`config.mk`:
```
export PLATFORM = sky130hd
export DESIGN_NAME = ptr_exec
export DESIGN_NICKNAME = d
export VERILOG_FILES = /design/src/logic/ptr_exec_pkg.sv /design/src/logic/dec_if.sv /design/src/logic/ptr_exec.sv /design/src/logic/word_decoder.sv
export SDC_FILE = /design/constraint.sdc
export NUM_CORES = 1
export LEC_CHECK = 0
export BUFFER_PORTS_ARGS = -buffer_cell sky130_fd_sc_hd__buf_2
export CAP_MARGIN = 20
export CORE_ASPECT_RATIO = 0.8
export CORE_UTILIZATION = 25
export DETAILED_ROUTE_END_ITERATION = 7
export SLEW_MARGIN = 10
export SYNTH_ARGS = -nofsm -noshare
export SYNTH_HDL_FRONTEND = slang
export SYNTH_SLANG_ARGS = --single-unit
```
`constraint.sdc`:
```
create_clock -name CLK -period 2.9 [get_ports CLK]
set_clock_uncertainty 0.05 [all_clocks]
set_input_delay 0.58 -clock CLK [delete_from_list [all_inputs] [get_ports CLK]]
set_output_delay 0.58 -clock CLK [all_outputs]
set_load 0.05 [all_outputs]
```
`src/logic/ptr_exec_pkg.sv`:
```
/*
  Constants and types shared by the pointer-add instruction executor,
  its word decoder and the interface that joins them.
  Assumes one core clock and one quarter phase per clock cycle.
*/
`default_nettype none
package ptr_exec_pkg;
  localparam int                PTR_W          = 12;
  localparam int                PC_W           = 20;
  localparam int                LIT_W          = 6;
  localparam int                FLAG_W         = 5;
  localparam logic [7:0]        ADD_PTR_OPCODE = 8'he8;
  localparam logic [1:0]        RET_SELECT     = 2'h3;
  localparam logic [7:0]        JUMP_OPCODE    = 8'hef;
  localparam logic [6:0]        CALL_OPCODE    = 7'h76;
  localparam logic [3:0]        SECOND_PREFIX  = 4'hf;
  localparam int                FAST_BIT       = 8;
  localparam logic [PTR_W-1:0]  PTR_RESET      = 12'h000;
  localparam logic [PC_W-1:0]   PC_RESET       = 20'h00000;
  localparam logic [FLAG_W-1:0] FLAGS_RESET    = 5'h00;
  localparam logic [3:0]        Q_FIRST        = 4'h1;
  localparam int                QUARTERS       = 4;

  typedef enum logic [2:0] {
    ST_RUN    = 3'h1,
    ST_SECOND = 3'h2,
    ST_NOP    = 3'h4
  } state_t;
endpackage
`default_nettype wire

```
`src/logic/dec_if.sv`:
```
/*
  Interface between the executor and its word decoder.
  Assumes the executor drives the word and owns clock and reset.
*/
`timescale 1ns/1ps
`default_nettype none
interface dec_if
  import ptr_exec_pkg::*;
(
  input wire logic clk,
  input wire logic rst_n
);
  logic [15:0]      word;
  logic             is_add;
  logic             is_ret;
  logic             is_jump;
  logic             is_call;
  logic             fast;
  logic             prefix_ok;
  logic [1:0]       sel;
  logic [LIT_W-1:0] lit;
  logic [7:0]       opcode;
  logic [7:0]       imm;
  logic [11:0]      target_hi;

  modport decoder (
    input  clk, rst_n, word,
    output is_add, is_ret, is_jump, is_call, fast, prefix_ok,
    output sel, lit, opcode, imm, target_hi
  );
  modport core (
    output word,
    input  is_add, is_ret, is_jump, is_call, fast, prefix_ok,
    input  sel, lit, opcode, imm, target_hi
  );
endinterface
`default_nettype wire

```
`src/logic/ptr_exec.sv`:
```
/*
  Executor for the pointer-add and pointer-add-with-return instructions,
  plus decode of literal, jump and call word formats.
  Assumes the core presents each fetched word on INSTR in quarter one
  and supplies the stack top and ALU flag writes in quarter four.
*/
`timescale 1ns/1ps
`default_nettype none
module ptr_exec
  import ptr_exec_pkg::*;
(
  input  wire logic                           CLK,
  input  wire logic                           NRST,
  input  wire logic [15:0]                    INSTR,
  input  wire logic [ptr_exec_pkg::PC_W-1:0]  TOS_VALUE,
  input  wire logic [ptr_exec_pkg::FLAG_W-1:0] ALU_FLAGS,
  input  wire logic                           ALU_FLAGS_WE,
  output var  logic [3:0]                     QUARTER,
  output var  logic [ptr_exec_pkg::PTR_W-1:0] POINTER0,
  output var  logic [ptr_exec_pkg::PTR_W-1:0] POINTER1,
  output var  logic [ptr_exec_pkg::PTR_W-1:0] POINTER2,
  output var  logic [ptr_exec_pkg::PC_W-1:0]  PROGRAM_COUNTER,
  output var  logic [ptr_exec_pkg::FLAG_W-1:0] STATUS_FLAGS,
  output var  logic                           STACK_POP,
  output var  logic                           JUMP_TAKEN,
  output var  logic                           CALL_TAKEN,
  output var  logic                           FAST_SELECT,
  output var  logic                           NOP_CYCLE,
  output var  logic [7:0]                     LITERAL_OPCODE,
  output var  logic [7:0]                     LITERAL_VALUE
);
  import ptr_exec_pkg::*;

  typedef struct packed {
    state_t                  st;
    logic [3:0]              q;
    logic [15:0]             ir;
    logic [1:0]              sel;
    logic [LIT_W-1:0]        lit;
    logic [PTR_W-1:0]        sum;
    logic [2:0][PTR_W-1:0]   ptr;
    logic [PC_W-1:0]         pc;
    logic [7:0]              tgt_lo;
    logic                    kind_call;
    logic [FLAG_W-1:0]       flags;
    logic                    pop;
    logic                    jump;
    logic                    call;
    logic                    fast;
    logic [7:0]              lop;
    logic [7:0]              lval;
  } core_t;

  core_t r;
  core_t n;

  dec_if dec (.clk(CLK), .rst_n(NRST));

  word_decoder u_dec (.d(dec));

  // Select three falls back to pointer two
  function automatic logic [PTR_W-1:0] ptr_pick(
    input logic [2:0][PTR_W-1:0] p,
    input logic [1:0]            s
  );
    logic [PTR_W-1:0] v;
    v = p[2];
    if (s == 2'h0) begin
      v = p[0];
    end else if (s == 2'h1) begin
      v = p[1];
    end
    return v;
  endfunction

  logic             run_now;
  logic             add_now;
  logic             ret_now;
  logic [PTR_W-1:0] lit_ext;
  logic [PC_W-1:0]  jump_tgt;

  assign dec.word = r.ir;
  assign run_now  = (r.st == ST_RUN);
  assign add_now  = run_now && dec.is_add;
  assign ret_now  = run_now && dec.is_ret;
  assign lit_ext  = {{(PTR_W-LIT_W){1'b0}}, r.lit};
  assign jump_tgt = {dec.target_hi, r.tgt_lo};

  always_comb begin
    n      = r;
    n.q    = {r.q[2:0], r.q[3]};
    n.pop  = 1'b0;
    n.jump = 1'b0;
    n.call = 1'b0;
    // Q1: take the fetched word; the word after a return add is flushed
    if (r.q[0] && r.st != ST_NOP) begin
      n.ir = INSTR;
    end
    // Q2: read literal and the literal-operation fields
    if (r.q[1] && run_now) begin
      n.lit  = dec.lit;
      n.sel  = dec.sel;
      n.lop  = dec.opcode;
      n.lval = dec.imm;
    end
    // Q3: full-width sum, carry reaches the high part
    if (r.q[2] && run_now) begin
      n.sum = ptr_pick(r.ptr, r.sel) + lit_ext;
    end
    // Q4: write back and sequence the next instruction cycle
    if (r.q[3]) begin
      case (r.st)
        ST_RUN: begin
          for (int i = 0; i < 3; i++) begin
            if (add_now && r.sel == 2'(i)) begin
              n.ptr[i] = r.sum;
            end
          end
          if (ret_now) begin
            n.ptr[2] = r.sum;
            n.pc     = TOS_VALUE;
            n.pop    = 1'b1;
            n.st     = ST_NOP;
          end else begin
            n.pc = r.pc + 20'h00001;
            if (dec.is_jump || dec.is_call) begin
              n.tgt_lo    = dec.imm;
              n.kind_call = dec.is_call;
              n.fast      = dec.is_call && dec.fast;
              n.st        = ST_SECOND;
            end
          end
          // Pointer adds never disturb the flags
          if (ALU_FLAGS_WE && !add_now && !ret_now) begin
            n.flags = ALU_FLAGS;
          end
        end
        ST_SECOND: begin
          if (dec.prefix_ok) begin
            n.pc   = jump_tgt;
            n.jump = !r.kind_call;
            n.call = r.kind_call;
          end else begin
            n.pc = r.pc + 20'h00001;
          end
          n.st = ST_RUN;
        end
        ST_NOP: begin
          n.st = ST_RUN;
        end
        default: begin
          n.st = ST_RUN;
        end
      endcase
    end
  end

  always_ff @(posedge CLK or negedge NRST) begin
    if (!NRST) begin
      r.st        <= ST_RUN;
      r.q         <= Q_FIRST;
      r.ir        <= 16'h0000;
      r.sel       <= 2'h0;
      r.lit       <= 6'h00;
      r.sum       <= PTR_RESET;
      r.ptr       <= {3{PTR_RESET}};
      r.pc        <= PC_RESET;
      r.tgt_lo    <= 8'h00;
      r.kind_call <= 1'b0;
      r.flags     <= FLAGS_RESET;
      r.pop       <= 1'b0;
      r.jump      <= 1'b0;
      r.call      <= 1'b0;
      r.fast      <= 1'b0;
      r.lop       <= 8'h00;
      r.lval      <= 8'h00;
    end else begin
      r <= n;
    end
  end

  assign QUARTER         = r.q;
  assign POINTER0        = r.ptr[0];
  assign POINTER1        = r.ptr[1];
  assign POINTER2        = r.ptr[2];
  assign PROGRAM_COUNTER = r.pc;
  assign STATUS_FLAGS    = r.flags;
  assign STACK_POP       = r.pop;
  assign JUMP_TAKEN      = r.jump;
  assign CALL_TAKEN      = r.call;
  assign FAST_SELECT     = r.fast;
  assign NOP_CYCLE       = (r.st == ST_NOP);
  assign LITERAL_OPCODE  = r.lop;
  assign LITERAL_VALUE   = r.lval;
endmodule
`default_nettype wire

```
`src/logic/word_decoder.sv`:
```
/*
  Field decoder for one 16-bit instruction word.
  Assumes the word is held stable from the second quarter onward.
*/
`timescale 1ns/1ps
`default_nettype none
module word_decoder
  import ptr_exec_pkg::*;
(
  dec_if.decoder d
);
  always_comb begin
    d.opcode    = d.word[15:8];
    d.imm       = d.word[7:0];
    d.sel       = d.word[7:6];
    d.lit       = d.word[LIT_W-1:0];
    d.is_add    = (d.word[15:8] == ADD_PTR_OPCODE) &&
                  (d.word[7:6] != RET_SELECT);
    d.is_ret    = (d.word[15:8] == ADD_PTR_OPCODE) &&
                  (d.word[7:6] == RET_SELECT);
    d.is_jump   = (d.word[15:8] == JUMP_OPCODE);
    d.is_call   = (d.word[15:9] == CALL_OPCODE);
    d.fast      = d.word[FAST_BIT];
    d.prefix_ok = (d.word[15:12] == SECOND_PREFIX);
    d.target_hi = d.word[11:0];
  end
endmodule
`default_nettype wire

```
==> results_dict.tcl, run 1 <==
set metrics [dict create \
    power_leakage_nw 3.94 \
    crit_path_cell_trace "nand2_1 -> o21ai_0 -> ha_1 -> inv_1 -> fa_1 -> nor2b_1 -> o31a_1 -> o21ai_0 -> buf_4 -> a21boi_0 -> xnor2_1 -> o21ai_0" \
    syn_inst 645 \
    path_max_fanout 12 \
    hp-class "in2async" \
    start_util_pct 25.8 \
    final_common_cell "buf_2" \
    first_pass_iters 5 \
    end_kind "register" \
    numCtsBuffers 17 \
    worstSetupStartpointType "register" \
    worst-path-stages 12 \
    synth.top_cell.area_share_pct 44.8 \
    nets 767 \
    die_h_um 150 \
    rsz0062_at_grt "no" \
    yosys_register_bits 125 \
    ir_worst_vdd_mv 0.398 \
    fin_crit_sh_pct 89.9 \
    grt_max_degree 70 \
    regToRegEndpoint "r[98]" \
    critical_path.startpoint "r[109]" \
    max_slew_margin_pct 58.9 \
    max_cap_violations 0 \
    use_met2_pct 20.8 \
    holdWs_ns 0.0347 \
    async_reset_ff_share_pct 100 \
    yosysSeqAreaShare_pct 45.6 \
    r2r_setup_slack_ns 0.29 \
    avgViaCountPerCell 4.59 \
    tns_ns 0 \
    ios 130 \
    run_status "finished, final reports clean" \
    cp_top_family "compound AO/OA/AOI/OAI gates" \
    antenna_found_initial 2 \
    place_congestion 0.844 \
    core_area_um2 26600 \
    wl_mm 19.3 \
    grtUsageTotal_pct 14.1 \
    final_hold_viol_count 0 \
    min_period_ns 2.61 \
    cts_setup_buffers 0 \
    die_w_um 187 \
    drive_above_1_share_pct 39.6 \
    io_buffers 129 \
    dp_slack_ns 0.327 \
    synthesis.nets 697 \
    clkSinkCount 125 \
    crit_buf_inv 2 \
    synthTopCellsByArea "dfrtp_1, mux2_2, buf_4, o21ai_0, nand2_1" \
    syn2layout_area_growth_pct 17.7 \
    criticalPathCategory "reg2reg" \
    gr-max-usage-layer "met2" \
    cts_resized 0 \
    cp-endpoint "r[98]" \
    worstPathRequired_ns 3.12 \
    grt_pass1_wl_mm 29.8 \
    grtUsageMet3_pct 4.57 \
    num_rows 53 \
    avgSynthCellArea_um2 10.6 \
    drc 0 \
    synth_top_cell_by_area "dfrtp_1" \
    insertion_delay_ns 0.43 \
    cts_hold_buf 0 \
    tightest_slew_ns 0.615 \
    cts_tree "yes" \
    dp.final_hpwl_mm 14.2 \
    die-area_um2 28100 \
    r2r_start "r[109]" \
    power_density_nw_per_um2 510 \
    fmax_mhz 383 \
    vias 4987 \
    r2r_cells 12 \
    grt-ovfl-total 0 \
    cp_common_cell "o21ai_0" \
    slowest_delay_ns 0.56 \
    path_clk_slew_ns 0.07 \
    synth_warnings 0 \
    fin_ws_ns 0.292 \
    grt_pass1_vias 4872 \
    cts-root-buf "clkbuf_16" \
    synth_edf_count 0 \
    slowest_stage "dfrtp_1" \
    wire_per_inst_um 17.7 \
    drtIter0Drc 277 \
    drtAntennaViolNets 0 \
    finalSetupViolCount 0 \
    cts_buffer_depth 2 \
    synthFlopType "dfrtp_1" \
    htree_levels 4 \
    critical_path_arrival_ns 2.83 \
    final_cell_mix "buf_2, dfrtp_1, mux2_2" \
    met1_usage_pct 19.7 \
    synth_area_um2 6860 \
    drv_slew 0 \
    synth_cell_type_count 62 \
]
==> through the flow <==
step	power, W	utilization [%]	area (um2)	instances
3_3_place_gp	0.00192	28.1	7460	1053
2_1_floorplan	0.00182	-	6860	645
5_1_grt	0.00427	30.4	8070	1085
3_5_place_dp	0.00193	28.1	7460	1053
6_report	0.00412	30.4	8080	1086
4_1_cts	0.00418	30.4	8070	1085
==> metal layers <==
metal | wire length (um) | vias to the layer above
li1 | - | 2355
met1 | 9340 | 2472
met2 | 8440 | 141
met3 | 1290 | 17
met4 | 174 | 2
met5 | 13 | -
==> cell type report <==
class | instances | area [um2]
Inverter | 10 | 37.5
Clock inverter | 15 | 186
Fill cell | 2745 | 18500
Timing Repair Buffer | 161 | 901
Antenna cell | 1 | 2.50
Multi-Input combinational cell | 400 | 2950
Clock buffer | 17 | 425
Tap cell | 357 | 447
Sequential cell | 125 | 3130
==> Yosys cell counts (3+ instances only) <==
cell type,number
o22ai_1,3
buf_2,12
nor2_1,28
nor3_1,5
inv_1,10
dfrtp_1,123
nand3_1,17
a31oi_1,6
mux2i_1,12
nor2b_1,4
clkbuf_1,11
o31ai_1,6
o21ai_0,46
xnor2_1,15
mux2_2,83
a22oi_1,3
buf_4,85
a211oi_1,3
and3_1,8
o21ai_1,3
o211ai_1,9
nand3b_1,3
and2_1,4
a21o_1,3
nand2_1,59
a21oi_1,19
nand2b_1,3
ha_1,7
xor2_1,9
==> worst min path at each step <==
stage / to / slack (ns) / depth (start not counted)
floorplan: CALL_TAKEN / 0.23 / 0
global placement: QUARTER[1] / 0.38 / 0
detailed placement: QUARTER[1] / 0.38 / 0
CTS: PROGRAM_COUNTER[5] / 0.04 / 1
global route: PROGRAM_COUNTER[5] / 0.05 / 1
finish: PROGRAM_COUNTER[5] / 0.03 / 1
==> power breakdown <==
part | switching (W) | internal (W)
Combinational | 0.0000702 | 0.0000448
Sequential | 0.0000187 | 0.00176
Clock | 0.000867 | 0.00136
Total | 0.000956 | 0.00317
==> registers in the layout (all words and copies together), names as in the netlist, 5 cells and up <==
register and cells:
POINTER2 12, r 18, jump_tgt 8, lit_ext 5, POINTER1 12, dec.word 16
POINTER0 12, STATUS_FLAGS 5, PROGRAM_COUNTER 20, LITERAL_OPCODE 8
==> cells by family (layout without fill, tap and decap cells) <==
group	after synthesis	in the layout	share of synthesized area, %
compound gates	121	121	11.0
xor+xnor	24	24	3.06
fa+ha+maj	8	8	1.57
flops	125	125	45.6
other cells	0	1	0
buf+inv	120	203	11.4
simple gates	150	150	11.6
mux	97	97	15.7
(Power assumes the default switching activity.)
==> inputs of run 2 (changes only) <==
ABC_AREA = 1   (was unset)
CORE_UTILIZATION = 50   (was 25)
PLACE_DENSITY_LB_ADDON = 0.25   (was unset)
==> run 2 against run 1 <==
Non-clock buffer count shrank 25. Critical path depth did not move. Die area is 48% lower. Critical path type unchanged. Largest cell class unchanged.
==> results_dict.tcl, run 2 <==
set metrics [dict create \
    finalSetupViolCount 0 \
    final_cell_mix "nand2_1, buf_2, dfrtp_1" \
    core_area_um2 13600 \
    grt_max_degree 126 \
    insertion_delay_ns 0.41 \
    nets 1001 \
    first_pass_iters 5 \
    path_max_fanout 8 \
    cts_buffer_depth 2 \
    final_hold_viol_count 0 \
    max_cap_violations 0 \
    r2r_cells 12 \
    clkSinkCount 125 \
    antenna_found_initial 0 \
    tightest_slew_ns 0.955 \
    io_buffers 129 \
    tns_ns 0 \
    drc 0 \
    end_kind "register" \
    path_clk_slew_ns 0.06 \
    synthTopCellsByArea "dfrtp_1, nand2_1, buf_4, o21ai_0, nor2_1" \
    drtIter0Drc 545 \
    syn2layout_area_growth_pct 10.8 \
    dp_cells 1110 \
    syn_inst 903 \
    finalInstanceArea_um2 7810 \
    synth_edf_count 0 \
    crit_path_cell_trace "clkinv_1 -> nand2_1 -> nor2_1 -> a221oi_1 -> inv_1 -> fa_1 -> inv_1 -> nand4_1 -> nand3_1 -> nand4_1 -> nand3_1 -> nand2_1" \
    fin_crit_sh_pct 89.1 \
    wire_per_inst_um 15.7 \
    critical_path.startpoint "r[109]" \
    dp.final_hpwl_mm 12.7 \
    criticalPathCategory "reg2reg" \
    synthFlopType "dfrtp_1" \
    nFillCells 1280 \
    synth.top_cell.area_share_pct 43.6 \
    yosysMostFrequentCell "nand2_1" \
    avgViaCountPerCell 5.28 \
    rsz0062_at_grt "no" \
    critical_path_arrival_ns 2.83 \
    drtAntennaViolNets 0 \
    regToRegEndpoint "r[100]" \
    r2r_setup_slack_ns 0.32 \
    grt_pass1_wl_mm 29.3 \
    hp-class "in2async" \
    power_density_nw_per_um2 503 \
    grt_pass1_vias 5593 \
    cp-endpoint "r[100]" \
    fin_ws_ns 0.317 \
    cts_hold_buf 0 \
    place_congestion 0.960 \
    dp_slack_ns 0.374 \
    die_w_um 135 \
    slowest_delay_ns 0.44 \
    ir_worst_vdd_mv 0.390 \
    crit_buf_inv 3 \
    postPlaceCellArea_um2 7250 \
    power_leakage_nw 4.11 \
    slowest_stage "fa_1" \
    vias 6018 \
    die-area_um2 14600 \
    async_reset_ff_share_pct 100 \
    htree_levels 4 \
    yosys-top-cells-count "nand2_1, dfrtp_1, nor2_1" \
    synth_top_cell_by_area "dfrtp_1" \
    run_status "finished, final reports clean" \
    cts_setup_buffers 0 \
    fin_cells 1139 \
    worstPathRequired_ns 3.14 \
    avgSynthCellArea_um2 7.81 \
    fin_util_pct 57.3 \
    ios 130 \
    r2r_start "r[109]" \
    cts_resized 0 \
    worst-path-stages 12 \
    yosys_register_bits 125 \
    synth_warnings 0 \
    wl_mm 17.9 \
    num_rows 38 \
    cts_tree "yes" \
    min_period_ns 2.58 \
    yosysSeqAreaShare_pct 44.4 \
    largest_reg_flops 20 \
    synth_area_um2 7050 \
    cp_top_family "simple AND/OR/NAND/NOR gates" \
    synthesis.nets 955 \
    grt-ovfl-total 0 \
    fmax_mhz 387 \
    die_h_um 108 \
    grtUsageTotal_pct 26.4 \
    insertedDiodeCount 0 \
    drive_above_1_share_pct 20.6 \
    synth_cell_type_count 41 \
    drv_slew 0 \
    final_common_cell "nand2_1" \
    max_slew_margin_pct 36.1 \
    start_util_pct 51.7 \
    numCtsBuffers 17 \
    worstSetupStartpointType "register" \
    cts-root-buf "clkbuf_16" \
]
run 2: kinds of logic after synthesis:
kind of cell             Yosys count  share of synthesized area (%)
multiplexers                       7                           1.12
AO/OA/AOI/OAI                    154                           12.0
XOR/XNOR                          13                           1.61
buffers and inverters            199                           15.3
AND/OR/NAND/NOR                  397                           24.0
adder cells (fa/ha/maj)            8                           1.53
flip-flops                       125                           44.4
run 2: stage by stage:
step                      hold WS [ns]  total power (W)
after CTS                        0.253          0.00396
after global placement           0.339          0.00190
final                            0.227          0.00393
after floorplan                  0.234          0.00182
after global routing             0.282          0.00405
after detailed placement         0.334          0.00190
run 2: cell type report:
cell class | count | area [um2] | area share (%)
Multi-Input combinational cell | 579 | 2840 | 36.4
Sequential cell | 125 | 3130 | 40.1
Tap cell | 180 | 225 | 2.88
Inverter | 90 | 338 | 4.32
Clock inverter | 7 | 90.1 | 1.15
Timing Repair Buffer | 136 | 713 | 9.13
Clock buffer | 22 | 474 | 6.07
run 2: worst register-to-register path: stages (launching register included):
cell	delay, ns
dfrtp_1	0.40
clkinv_1	0.10
nand2_1	0.23
nor2_1	0.07
a221oi_1	0.40
inv_1	0.12
fa_1	0.44
inv_1	0.09
nand4_1	0.09
nand3_1	0.18
nand4_1	0.13
nand3_1	0.11
nand2_1	0.06
run 2: per-layer routing:
layer | GRT usage [%] | vias to the layer above | part of all wire [%]
li1 | - | 2933 | -
met1 | 38.5 | 2834 | 48
met2 | 39.7 | 235 | 44
met3 | 6.00 | 16 | 6.9
met4 | 6.58 | 0 | 1.1
met5 | 0 | - | 0
run 2: how the worst min path moves through the flow:
stage / start / end / slack, ns / cells after the start
floorplan: NRST / CALL_TAKEN / 0.23 / 0
global route: NRST / POINTER2[4] / 0.28 / 2
CTS: NRST / r[93] / 0.25 / 2
detailed placement: QUARTER[2] / QUARTER[3] / 0.33 / 0
global placement: QUARTER[2] / QUARTER[3] / 0.34 / 0
finish: NRST / POINTER0[4] / 0.23 / 2
run 2: power breakdown:
part / leakage, nW / internal (W) / total (W) / switching (W)
logic: 2.22 / 0.0000318 / 0.000106 / 0.0000746
registers: 1.62 / 0.00176 / 0.00176 / 0.00000602
clock network: 0.274 / 0.00131 / 0.00206 / 0.000746
total: 4.11 / 0.00310 / 0.00393 / 0.000827
